### src/eprom_host_pkg.sv
// package: constants and carrier types for the eprom host controller
package eprom_host_pkg;

    localparam int ADDR_WIDTH = 11;
    localparam int DATA_WIDTH = 8;
    localparam int CLK_PERIOD_NS = 100;
    // timing figures in their own units
    localparam int ACCESS_NS = 450;           // address_access_delay
    localparam int OE_DELAY_NS = 120;         // output_enable_delay
    localparam int FLOAT_NS = 100;
    localparam int SETUP_US = 2;
    localparam int HOLD_US = 2;
    localparam int PULSE_NOM_MS = 50;
    localparam int PULSE_MAX_MS = 55;
    // derived cycle counts: least times round up, longest round down
    localparam int ACCESS_CYC = (ACCESS_NS + CLK_PERIOD_NS - 1) / CLK_PERIOD_NS;
    localparam int FLOAT_CYC = (FLOAT_NS + CLK_PERIOD_NS - 1) / CLK_PERIOD_NS;
    localparam int SETUP_CYC = (SETUP_US * 1000 + CLK_PERIOD_NS - 1)
                               / CLK_PERIOD_NS;
    localparam int HOLD_CYC = (HOLD_US * 1000 + CLK_PERIOD_NS - 1)
                              / CLK_PERIOD_NS;
    localparam int PULSE_NOM_CYC = PULSE_NOM_MS * 1000000 / CLK_PERIOD_NS;
    localparam int PULSE_MAX_CYC = PULSE_MAX_MS * 1000000 / CLK_PERIOD_NS;
    localparam int COUNT_WIDTH = 20;

    typedef struct packed {
        logic                  chipEnableN;
        logic                  outputEnableN;
        logic                  programSupplyHigh;
        logic                  chipEnableProgramPulse;
        logic [ADDR_WIDTH-1:0] address;
        logic [DATA_WIDTH-1:0] dataOut;
        logic                  dataOe;
    } pins_type;

endpackage : eprom_host_pkg

### src/eprom_host.sv
// eprom_host: read and program controller driving a 2k x 8 uv eprom
module eprom_host
    import eprom_host_pkg::*;
#(
    parameter int PULSE_CYCLES = PULSE_NOM_CYC
)(
    input  wire logic                  clk_sys,
    input  wire logic                  rst,
    // user side
    input  wire logic                  reqValid,
    input  wire logic                  reqWrite,
    input  wire logic [ADDR_WIDTH-1:0] reqAddress,
    input  wire logic [DATA_WIDTH-1:0] reqData,
    output      logic                  reqReady,
    output      logic                  rspValid,
    output      logic [DATA_WIDTH-1:0] rspData,
    output      logic                  rspVerifyFail,
    // device pins
    output      logic                  chipEnableN,
    output      logic                  outputEnableN,
    output      logic                  programSupplyHigh,
    output      logic                  chipEnableProgramPulse,
    output      logic [ADDR_WIDTH-1:0] address,
    output      logic [DATA_WIDTH-1:0] dataOut,
    output      logic                  dataOe,
    input  wire logic [DATA_WIDTH-1:0] dataIn
);

    initial
    begin
        if (PULSE_CYCLES < 1 || PULSE_CYCLES > PULSE_MAX_CYC
            || PULSE_CYCLES >= (1 << COUNT_WIDTH))
            $error("PULSE_CYCLES out of range");
    end

    typedef enum logic [3:0] {
        IDLE, RD_ACCESS, RD_FLOAT, PG_SUPPLY, PG_SETUP, PG_PULSE,
        PG_HOLD, PG_VERIFY, PG_RELEASE, PG_DOWN
    } phase_type;

    typedef struct packed {
        phase_type             phase;
        logic [COUNT_WIDTH-1:0] count;
        pins_type              pins;
        logic [DATA_WIDTH-1:0] wrData;
        logic                  rspValid;
        logic [DATA_WIDTH-1:0] rspData;
        logic                  rspVerifyFail;
        logic [DATA_WIDTH-1:0] sync1;
        logic [DATA_WIDTH-1:0] sync2;
        logic [DATA_WIDTH-1:0] sync3;
    } state_type;

    state_type state;
    state_type next_state;

    function automatic logic [COUNT_WIDTH-1:0] cyc(input int n);
        cyc = COUNT_WIDTH'(n);
    endfunction : cyc

    // standby pin state: chip off, outputs off, normal supply, no pulse
    function automatic pins_type idlePins(input logic [ADDR_WIDTH-1:0] a);
        idlePins = '{chipEnableN: 1'b1, outputEnableN: 1'b1,
                     programSupplyHigh: 1'b0, chipEnableProgramPulse: 1'b0,
                     address: a, dataOut: '0, dataOe: 1'b0};
    endfunction : idlePins

    ////////////////////////////////////////////////////////////////////////
    always_comb
    begin
        next_state = state;
        next_state.rspValid = 1'b0;
        // data pins cross in from the device: three flops, agree on 2 and 3
        next_state.sync1 = dataIn;
        next_state.sync2 = state.sync1;
        next_state.sync3 = state.sync2;
        if (state.count != '0)
            next_state.count = state.count - 1'b1;
        unique case (state.phase)
            IDLE:
            begin
                next_state.pins = idlePins(state.pins.address);
                if (reqValid)
                begin
                    next_state.pins.address = reqAddress;
                    if (reqWrite)
                    begin
                        // supply switches only with output enable high and
                        // chip enable low, never with both high
                        next_state.pins.chipEnableN = 1'b0;
                        next_state.wrData = reqData;
                        next_state.count = cyc(SETUP_CYC);
                        next_state.phase = PG_SUPPLY;
                    end
                    else
                    begin
                        // both enables fall together: no late-oe penalty
                        next_state.pins.chipEnableN = 1'b0;
                        next_state.pins.outputEnableN = 1'b0;
                        next_state.count = cyc(ACCESS_CYC + 2);
                        next_state.phase = RD_ACCESS;
                    end
                end
            end
            RD_ACCESS:
                // wait access time plus synchroniser depth, address held
                if (state.count == '0 && state.sync2 == state.sync3)
                begin
                    next_state.rspValid = 1'b1;
                    next_state.rspData = state.sync3;
                    next_state.rspVerifyFail = 1'b0;
                    next_state.pins.chipEnableN = 1'b1;
                    next_state.pins.outputEnableN = 1'b1;
                    next_state.count = cyc(FLOAT_CYC);
                    next_state.phase = RD_FLOAT;
                end
            RD_FLOAT:
                if (state.count == '0)
                    next_state.phase = IDLE;
            PG_SUPPLY:
            begin
                next_state.pins.programSupplyHigh = 1'b1;
                next_state.pins.outputEnableN = 1'b1;
                next_state.pins.chipEnableN = 1'b1;
                next_state.pins.dataOut = state.wrData;
                next_state.pins.dataOe = 1'b1;
                next_state.phase = PG_SETUP;
            end
            PG_SETUP:
                // address and data settle before the pulse
                if (state.count == '0)
                begin
                    next_state.pins.chipEnableProgramPulse = 1'b1;
                    next_state.count = cyc(PULSE_CYCLES - 1);
                    next_state.phase = PG_PULSE;
                end
            PG_PULSE:
                // bounded: never a static level, never past the maximum
                if (state.count == '0)
                begin
                    next_state.pins.chipEnableProgramPulse = 1'b0;
                    next_state.count = cyc(HOLD_CYC);
                    next_state.phase = PG_HOLD;
                end
            PG_HOLD:
                if (state.count == '0)
                begin
                    // verify at high supply: chip and output enable low
                    next_state.pins.dataOe = 1'b0;
                    next_state.pins.chipEnableN = 1'b0;
                    next_state.pins.outputEnableN = 1'b0;
                    next_state.count = cyc(ACCESS_CYC + 2);
                    next_state.phase = PG_VERIFY;
                end
            PG_VERIFY:
                if (state.count == '0 && state.sync2 == state.sync3)
                begin
                    next_state.rspValid = 1'b1;
                    next_state.rspData = state.sync3;
                    // mismatch also flags ones that pulsing cannot restore
                    next_state.rspVerifyFail =
                        state.sync3 != state.wrData;
                    next_state.pins.outputEnableN = 1'b1;
                    next_state.count = cyc(FLOAT_CYC);
                    next_state.phase = PG_RELEASE;
                end
            PG_RELEASE:
                // drop the supply with chip low and output high
                if (state.count == '0)
                begin
                    next_state.pins.programSupplyHigh = 1'b0;
                    next_state.count = cyc(HOLD_CYC);
                    next_state.phase = PG_DOWN;
                end
            PG_DOWN:
                if (state.count == '0)
                begin
                    next_state.pins.chipEnableN = 1'b1;
                    next_state.phase = IDLE;
                end
            default:
                next_state.phase = IDLE;
        endcase
    end

    always_ff @(posedge clk_sys)
    begin
        if (rst)
        begin
            state <= '{phase: IDLE, count: '0, pins: idlePins('0),
                       wrData: '0, rspValid: 1'b0, rspData: '1,
                       rspVerifyFail: 1'b0, sync1: '0, sync2: '0, sync3: '0};
        end
        else
        begin
            state <= next_state;
        end
    end

    ////////////////////////////////////////////////////////////////////////
    assign reqReady = state.phase == IDLE;
    assign rspValid = state.rspValid;
    assign rspData = state.rspData;
    assign rspVerifyFail = state.rspVerifyFail;
    assign chipEnableN = state.pins.chipEnableN;
    assign outputEnableN = state.pins.outputEnableN;
    assign programSupplyHigh = state.pins.programSupplyHigh;
    assign chipEnableProgramPulse = state.pins.chipEnableProgramPulse;
    assign address = state.pins.address;
    assign dataOut = state.pins.dataOut;
    assign dataOe = state.pins.dataOe;

endmodule : eprom_host

### config.mk
export PLATFORM = sky130hd
export DESIGN_NAME = eprom_host
export DESIGN_NICKNAME = d
export VERILOG_FILES = /design/src/eprom_host_pkg.sv /design/src/eprom_host.sv
export SDC_FILE = /design/constraint.sdc
export NUM_CORES = 1
export LEC_CHECK = 0
export ABC_AREA = 1
export BUFFER_PORTS_ARGS = -buffer_cell sky130_fd_sc_hd__clkbuf_2
export CAP_MARGIN = 20
export CORE_UTILIZATION = 35
export CTS_CLUSTER_DIAMETER = 50
export DETAILED_ROUTE_END_ITERATION = 6
export GPL_TIMING_DRIVEN = 1
export HOLD_SLACK_MARGIN = 0.06
export MAX_ROUTING_LAYER = met4
export PLACE_DENSITY_LB_ADDON = 0.08
export RECOVER_POWER = 50
export SYNTH_ARGS = -nofsm -noshare
export SYNTH_HDL_FRONTEND = slang
export SYNTH_SLANG_ARGS = --single-unit
### constraint.sdc
create_clock -name clk_sys -period 4.2 [get_ports clk_sys]
set_input_delay 0.84 -clock clk_sys [delete_from_list [all_inputs] [get_ports clk_sys]]
set_output_delay 0.84 -clock clk_sys [all_outputs]
set_load 0.01 [all_outputs]
# [Word-level counts from Yosys, hierarchy flattened]
# Cells that the tools add are included.
[totals] latch_bits=0 in_bits=31 memories=0 elab_cells=83 mem_bits_ro=0 mem_bits_rw=0 ff_bits=90
[op_classes] n_eq_ne=20 magnitude_cmp=0 n_bitwise=0 shift=0 n_mul=0 mux=25 n_reduce_logical=21 n_addsub=1 div=0
[op_table] cell="$pmux W20 S7" count=1
[op_table] cell="$mux W24" count=4
[op_table] cell="$mux W26" count=3
[op_table] cell="$pmux W4 S9" count=1
[op_table] cell="$mux W23" count=1
[op_table] cell="$logic_not A20 Y1" count=1
[op_table] cell="$mux W10" count=2
[op_table] cell="$mux W20" count=1
[op_table] cell="$pmux W10 S2" count=1
[op_table] cell="$reduce_bool A20 Y1" count=1
[op_table] cell="$sub A20 B1 Y20 const B" count=1
[op_table] cell="$eq A4 B3 Y1 const B" count=4
[op_table] cell="$ne A2 B2 Y1 const B" count=8
[op_table] cell="$pmux W8 S2" count=1
[op_table] cell="$pmux W1 S5" count=2
[op_table] cell="$reduce_bool A5 Y1" count=2
[op_table] cell="$pmux W1 S3" count=3
[op_table] cell="$reduce_and A3 Y1" count=3
[op_table] cell="$reduce_bool A3 Y1" count=3
[op_table] cell="$eq A4 B2 Y1 const B" count=2
[op_table] cell="$eq A4 B4 Y1 const B" count=2
[op_table] cell="$eq A8 B8 Y1" count=1
[op_table] cell="$ne A8 B8 Y1" count=1
[op_table] cell="$reduce_and A4 Y1" count=2
[op_table] cell="other kinds (10)" count=16

# [Logic depth before layout (Yosys ltp)]
[depth] ltp_word=4 depth_mapped=13

# [Worst setup path after synthesis]
# OpenSTA, ideal clock, no wires.
[synth_path] kind="reg-to-reg" start="reg state[66] (netlist bit)" end="reg state[66] (netlist bit)" required_ns=4.090 path_slack_ns=2.394 setup_ns=0.110 n_path_buf=1 stages_incl_launch_ff=13 synth_period_minus_slack_ns=1.806 t_arrival_ns=1.696 path_cell_list="dfxtp_1 -> inv_1 -> ha_1 -> nand3_1 -> nor2_2 -> nand3_4 -> buf_2 -> ha_1 -> o21ai_0 -> nor2_1 -> o211ai_1 -> nand2_1 -> inv_1"
[synth_between] elab_chain_len=4 elab_cells_between_ends=13
[synth_lines] item="from (decl)" line="eprom_host.sv:54" text="state_type state;"
[synth_lines] item="from (signal assigned)" line="eprom_host.sv:190" text="state <= '{phase: IDLE, count: '0, pins: idlePins('0),"
[synth_lines] item="from (signal assigned)" line="eprom_host.sv:196" text="state <= next_state;"
[synth_lines] item="$sub A20 B1 Y20, or another cell as far along" line="eprom_host.sv:78" text="next_state.count = state.count - 1'b1;"
[synth_lines] item="$mux W20 / $logic_and A1 B1 Y1 (equally long branches)" line="eprom_host.sv:77, eprom_host.sv:107, eprom_host.sv:156"
[synth_lines] item="$mux W24, or another cell as far along" line="eprom_host.sv:169" text="if (state.count == '0)"
[synth_lines] item="$pmux W20 S7 *" line="eprom_host.sv:79" text="unique case (state.phase)"
# Mark *: on every way between the ends. The rest lies on a longest branch, timed or not. The select of a mux whose other input is x is not followed.
# A chain may end at the register's enable or synchronous reset.

==> results.toml <==
[critical_path]
crit_path_max_incr_delay_ps = 1680
cpMaxStageDelayCell = "clkbuf_1"
setup.worst_path.class = "in -> reg"
endpoint_kind = "flop"
crit_fanout = 53
crit_required_ps = 4440
critPathLaunchType = "input port"
cpMostUsedCell = "clkbuf_1"
r2r-start = "state[66]$_SDFF_PP0_"
cp_top_family = "buffers and inverters"
crit_start = "rst"
arrival_ps = 2870
path_buf_inv = 3
r2r_slack_ps = 2050
path_cells = "clkbuf_1 -> clkbuf_1 -> a21oi_1 -> nand2_1 -> inv_1"

[route]
routed_wirelength_um = 9550
drtPass1Iterations = 4
num_vias = 3571
ant_nets = 0
post-route-drc-count = 0
wl_per_cell_um = 12.3
via_per_inst = 4.58
drt_iter0_markers = 134

[logic_synthesis]
synth_nets = 626
synthCells = 591
ys_seq_area_share_pct = 42.1
netlist_area_mm2 = 0.00428
yosys_warnings = 0
synth_top_cell_area_share_pct = 42.1
yosysTopAreaCell = "dfxtp_1"
synthTopCellsByArea = "dfxtp_1 (42%), nor2_1 (9.7%), nand2_1 (8.6%)"
synth_cell_types = 38
synth-seq-cells = 90
avgSynthCellArea_um2 = 7.24

[floorplanning]
design.core.area_mm2 = 0.0120
initial_core_util_pct = 35.8
die_y_um = 113
die_width_um = 113
die-area_mm2 = 0.0127
ios = 66
rows = 40

[global_routing]
grt.total_usage_pct = 16.3
grt_pass1_vias = 3431
grt_pass1_wl_um = 15800
grt_overflow = 0
antenna_found_initial = 0
grt_max_degree = 54

[run]
max_cap_viol_count = 1

[clocking]
holdBufCountCts = 0
ctsRootBufferMaster = "clkbuf_16"
clockBufferDepth = 2
post_cts_resized = 0
numCtsBuffers = 9
cts_sinks = 90
clk_latency_ps = 340
cts_tree = "built"
postCtsSetupRepairBufs = 0
htree_levels = 3
clk_pin_slew_ps = 60

[power]
power_frac_clock_pct = 26.3
power_switching_share_pct = 40.3
peakVddDrop_v = 0.000204
finalPower_w = 0.00360
switchingPower_w = 0.00145
comb_power_share_pct = 41.9
leakage_nw = 2.22
power_frac_seq_pct = 31.9
p_per_area_mw_per_mm2 = 745
intPower_w = 0.00215

[sta]
final-hold-violation-count = 0
finalMaxSlewViolations = 54
finalSetupViolCount = 0
fin_skew_ps = 7.54
relSlewSlack_pct = -55.9
max_freq_mhz = 379
finalWorstSetupSlack_ps = 1560
rsz0062_at_grt = "false"
min_period_ps = 2640
tightest_slew_ps = 2340
period_share_pct = 62.8
fin_setup_tns_ps = 0

[min_path]
hold_start = "next_state[10]$_SDFF_PP0_"
hp-class = "reg -> reg"

[placement]
port_buffers = 65
placed_cell_area_mm2 = 0.00452
dpl.cell_count = 763
dp_hpwl_um = 6930
post-place-ws_ps = 1890
place_congestion = 0.799

[finish]
drive_gt1_share_pct = 12.3
multiInputGateArea_mm2 = 0.00189
area_growth_pct = 12.8
antennaDiodeCount = 0
final_cell_count_no_fill = 779
layout.nets = 662
nFillCells = 1280
final_cell_area_mm2 = 0.00483
regArea_mm2 = 0.00180

[run_status]
violations = "max-capacitance violations, max-slew violations"
status = "finished, violations left"
## flip-flops by register name, summed over array words and instances, names as in the netlist
signal                  cells
rspData                     8
dataOut                     8
programSupplyHigh           1
chipEnableN                 1
dataOe                      1
rspVerifyFail               1
rspValid                    1
address                    11
chipEnableProgramPulse      1
state                      40
next_state                 16
outputEnableN               1
## worst reg2reg max path, stage by stage (launching register included)
cell and delay (ps):
dfxtp_1 320, inv_1 100, ha_1 170, nand3_1 100
nor2_2 130, nand3_4 310, inv_4 220, nand2_4 100
nand2_4 110, nand3_2 150, o21ai_1 180, nor2_1 50
## logic make-up (layout without fill, tap and decap cells)
group	after synthesis	count (layout)	synth area share [%]
and+or+nand+nor	271	271	28.1
buffers and inverters	121	162	13.6
DFF	90	90	42.1
AOI/OAI and AO/OA	86	86	11.1
xor gates and xnor gates	19	19	3.89
adders and majority gates	4	4	1.17
## placed cells by master, fill, tap and decap left out, types with 4 or more instances in the layout
cell and instances:
nand2_1 98, a21oi_1 34, o21ai_0 27, o21ai_1 11
o211ai_1 4, inv_2 5, clkbuf_1 37, dfxtp_1 90
nor2_1 110, xor2_1 16, nand4_1 7, nor2_2 10
ha_1 4, clkbuf_16 9, nor2_4 5, clkbuf_2 30
nand3_1 22, inv_1 71, nor3_1 7
## metal layers
layer / share of wire [%] / up-vias / track usage [%]
li1: - / 1900 / -
met1: 46 / 1602 / 18.4
met2: 49 / 55 / 28.1
met3: 3.4 / 14 / 3.13
met4: 1.6 / 0 / 7.02
met5: 0 / - / -
## cell usage after synthesis
cell	n
o21ai_0	27
xor2_1	16
a21oi_1	34
nor2_1	110
o21ai_1	11
o21a_1	2
buf_2	3
nor2_2	10
inv_4	3
nand3b_1	1
buf_4	27
buf_6	2
a22oi_1	2
nor2_4	5
nor2_8	1
buf_1	1
dfxtp_1	90
nand3_4	1
nor4_1	3
inv_2	5
o211ai_1	4
o22ai_1	2
clkinv_1	1
nand3_2	1
nand4_1	7
ha_1	4
nand2_2	3
o2bb2ai_1	1
inv_1	71
nand2_4	2
clkbuf_1	8
xnor2_1	3
a211oi_1	1
nand2_1	98
nor3_1	7
a21oi_2	1
nand3_1	22
o21ai_4	1
## through the flow
step                utilization [%]  hold WS [ps]
floorplan                         -           388
global placement               37.8           390
detailed placement             37.8           392
CTS                            40.8           400
global route                   40.4           412
finish                         40.4           399
## cell type report
| cell class | instances | area share [%] |
|---|---|---|
| clock buffer | 12 | 5.31 |
| clock inverter | 4 | 2.02 |
| inverter | 80 | 6.38 |
| multi-input combinational | 380 | 39.2 |
| sequential | 90 | 37.3 |
| tap | 147 | 3.81 |
| timing repair buffer | 66 | 5.91 |
## path summary, 6_finish.rpt
| check | to | cells past startpoint |
|---|---|---|
| max | state[70]$_SDFF_PP0_ | 5 |
| max reg2reg | state[89]$_SDFFE_PP0P_ | 11 |
| min reg2reg | next_state[2]$_SDFF_PP0_ | 2 |
| min | next_state[2]$_SDFF_PP0_ | 2 |
## power by group through the flow
stage,combinational [W],sequential [W],clock (W)
final,0.00151,0.00115,0.000944
after detailed placement,0.00152,0.00117,0
after floorplan,0.00127,0.00113,0
after global routing,0.00171,0.00117,0.00101
after global placement,0.00152,0.00117,0
after CTS,0.00153,0.00115,0.000971
Note: power is estimated with default switching activity, not from simulation.
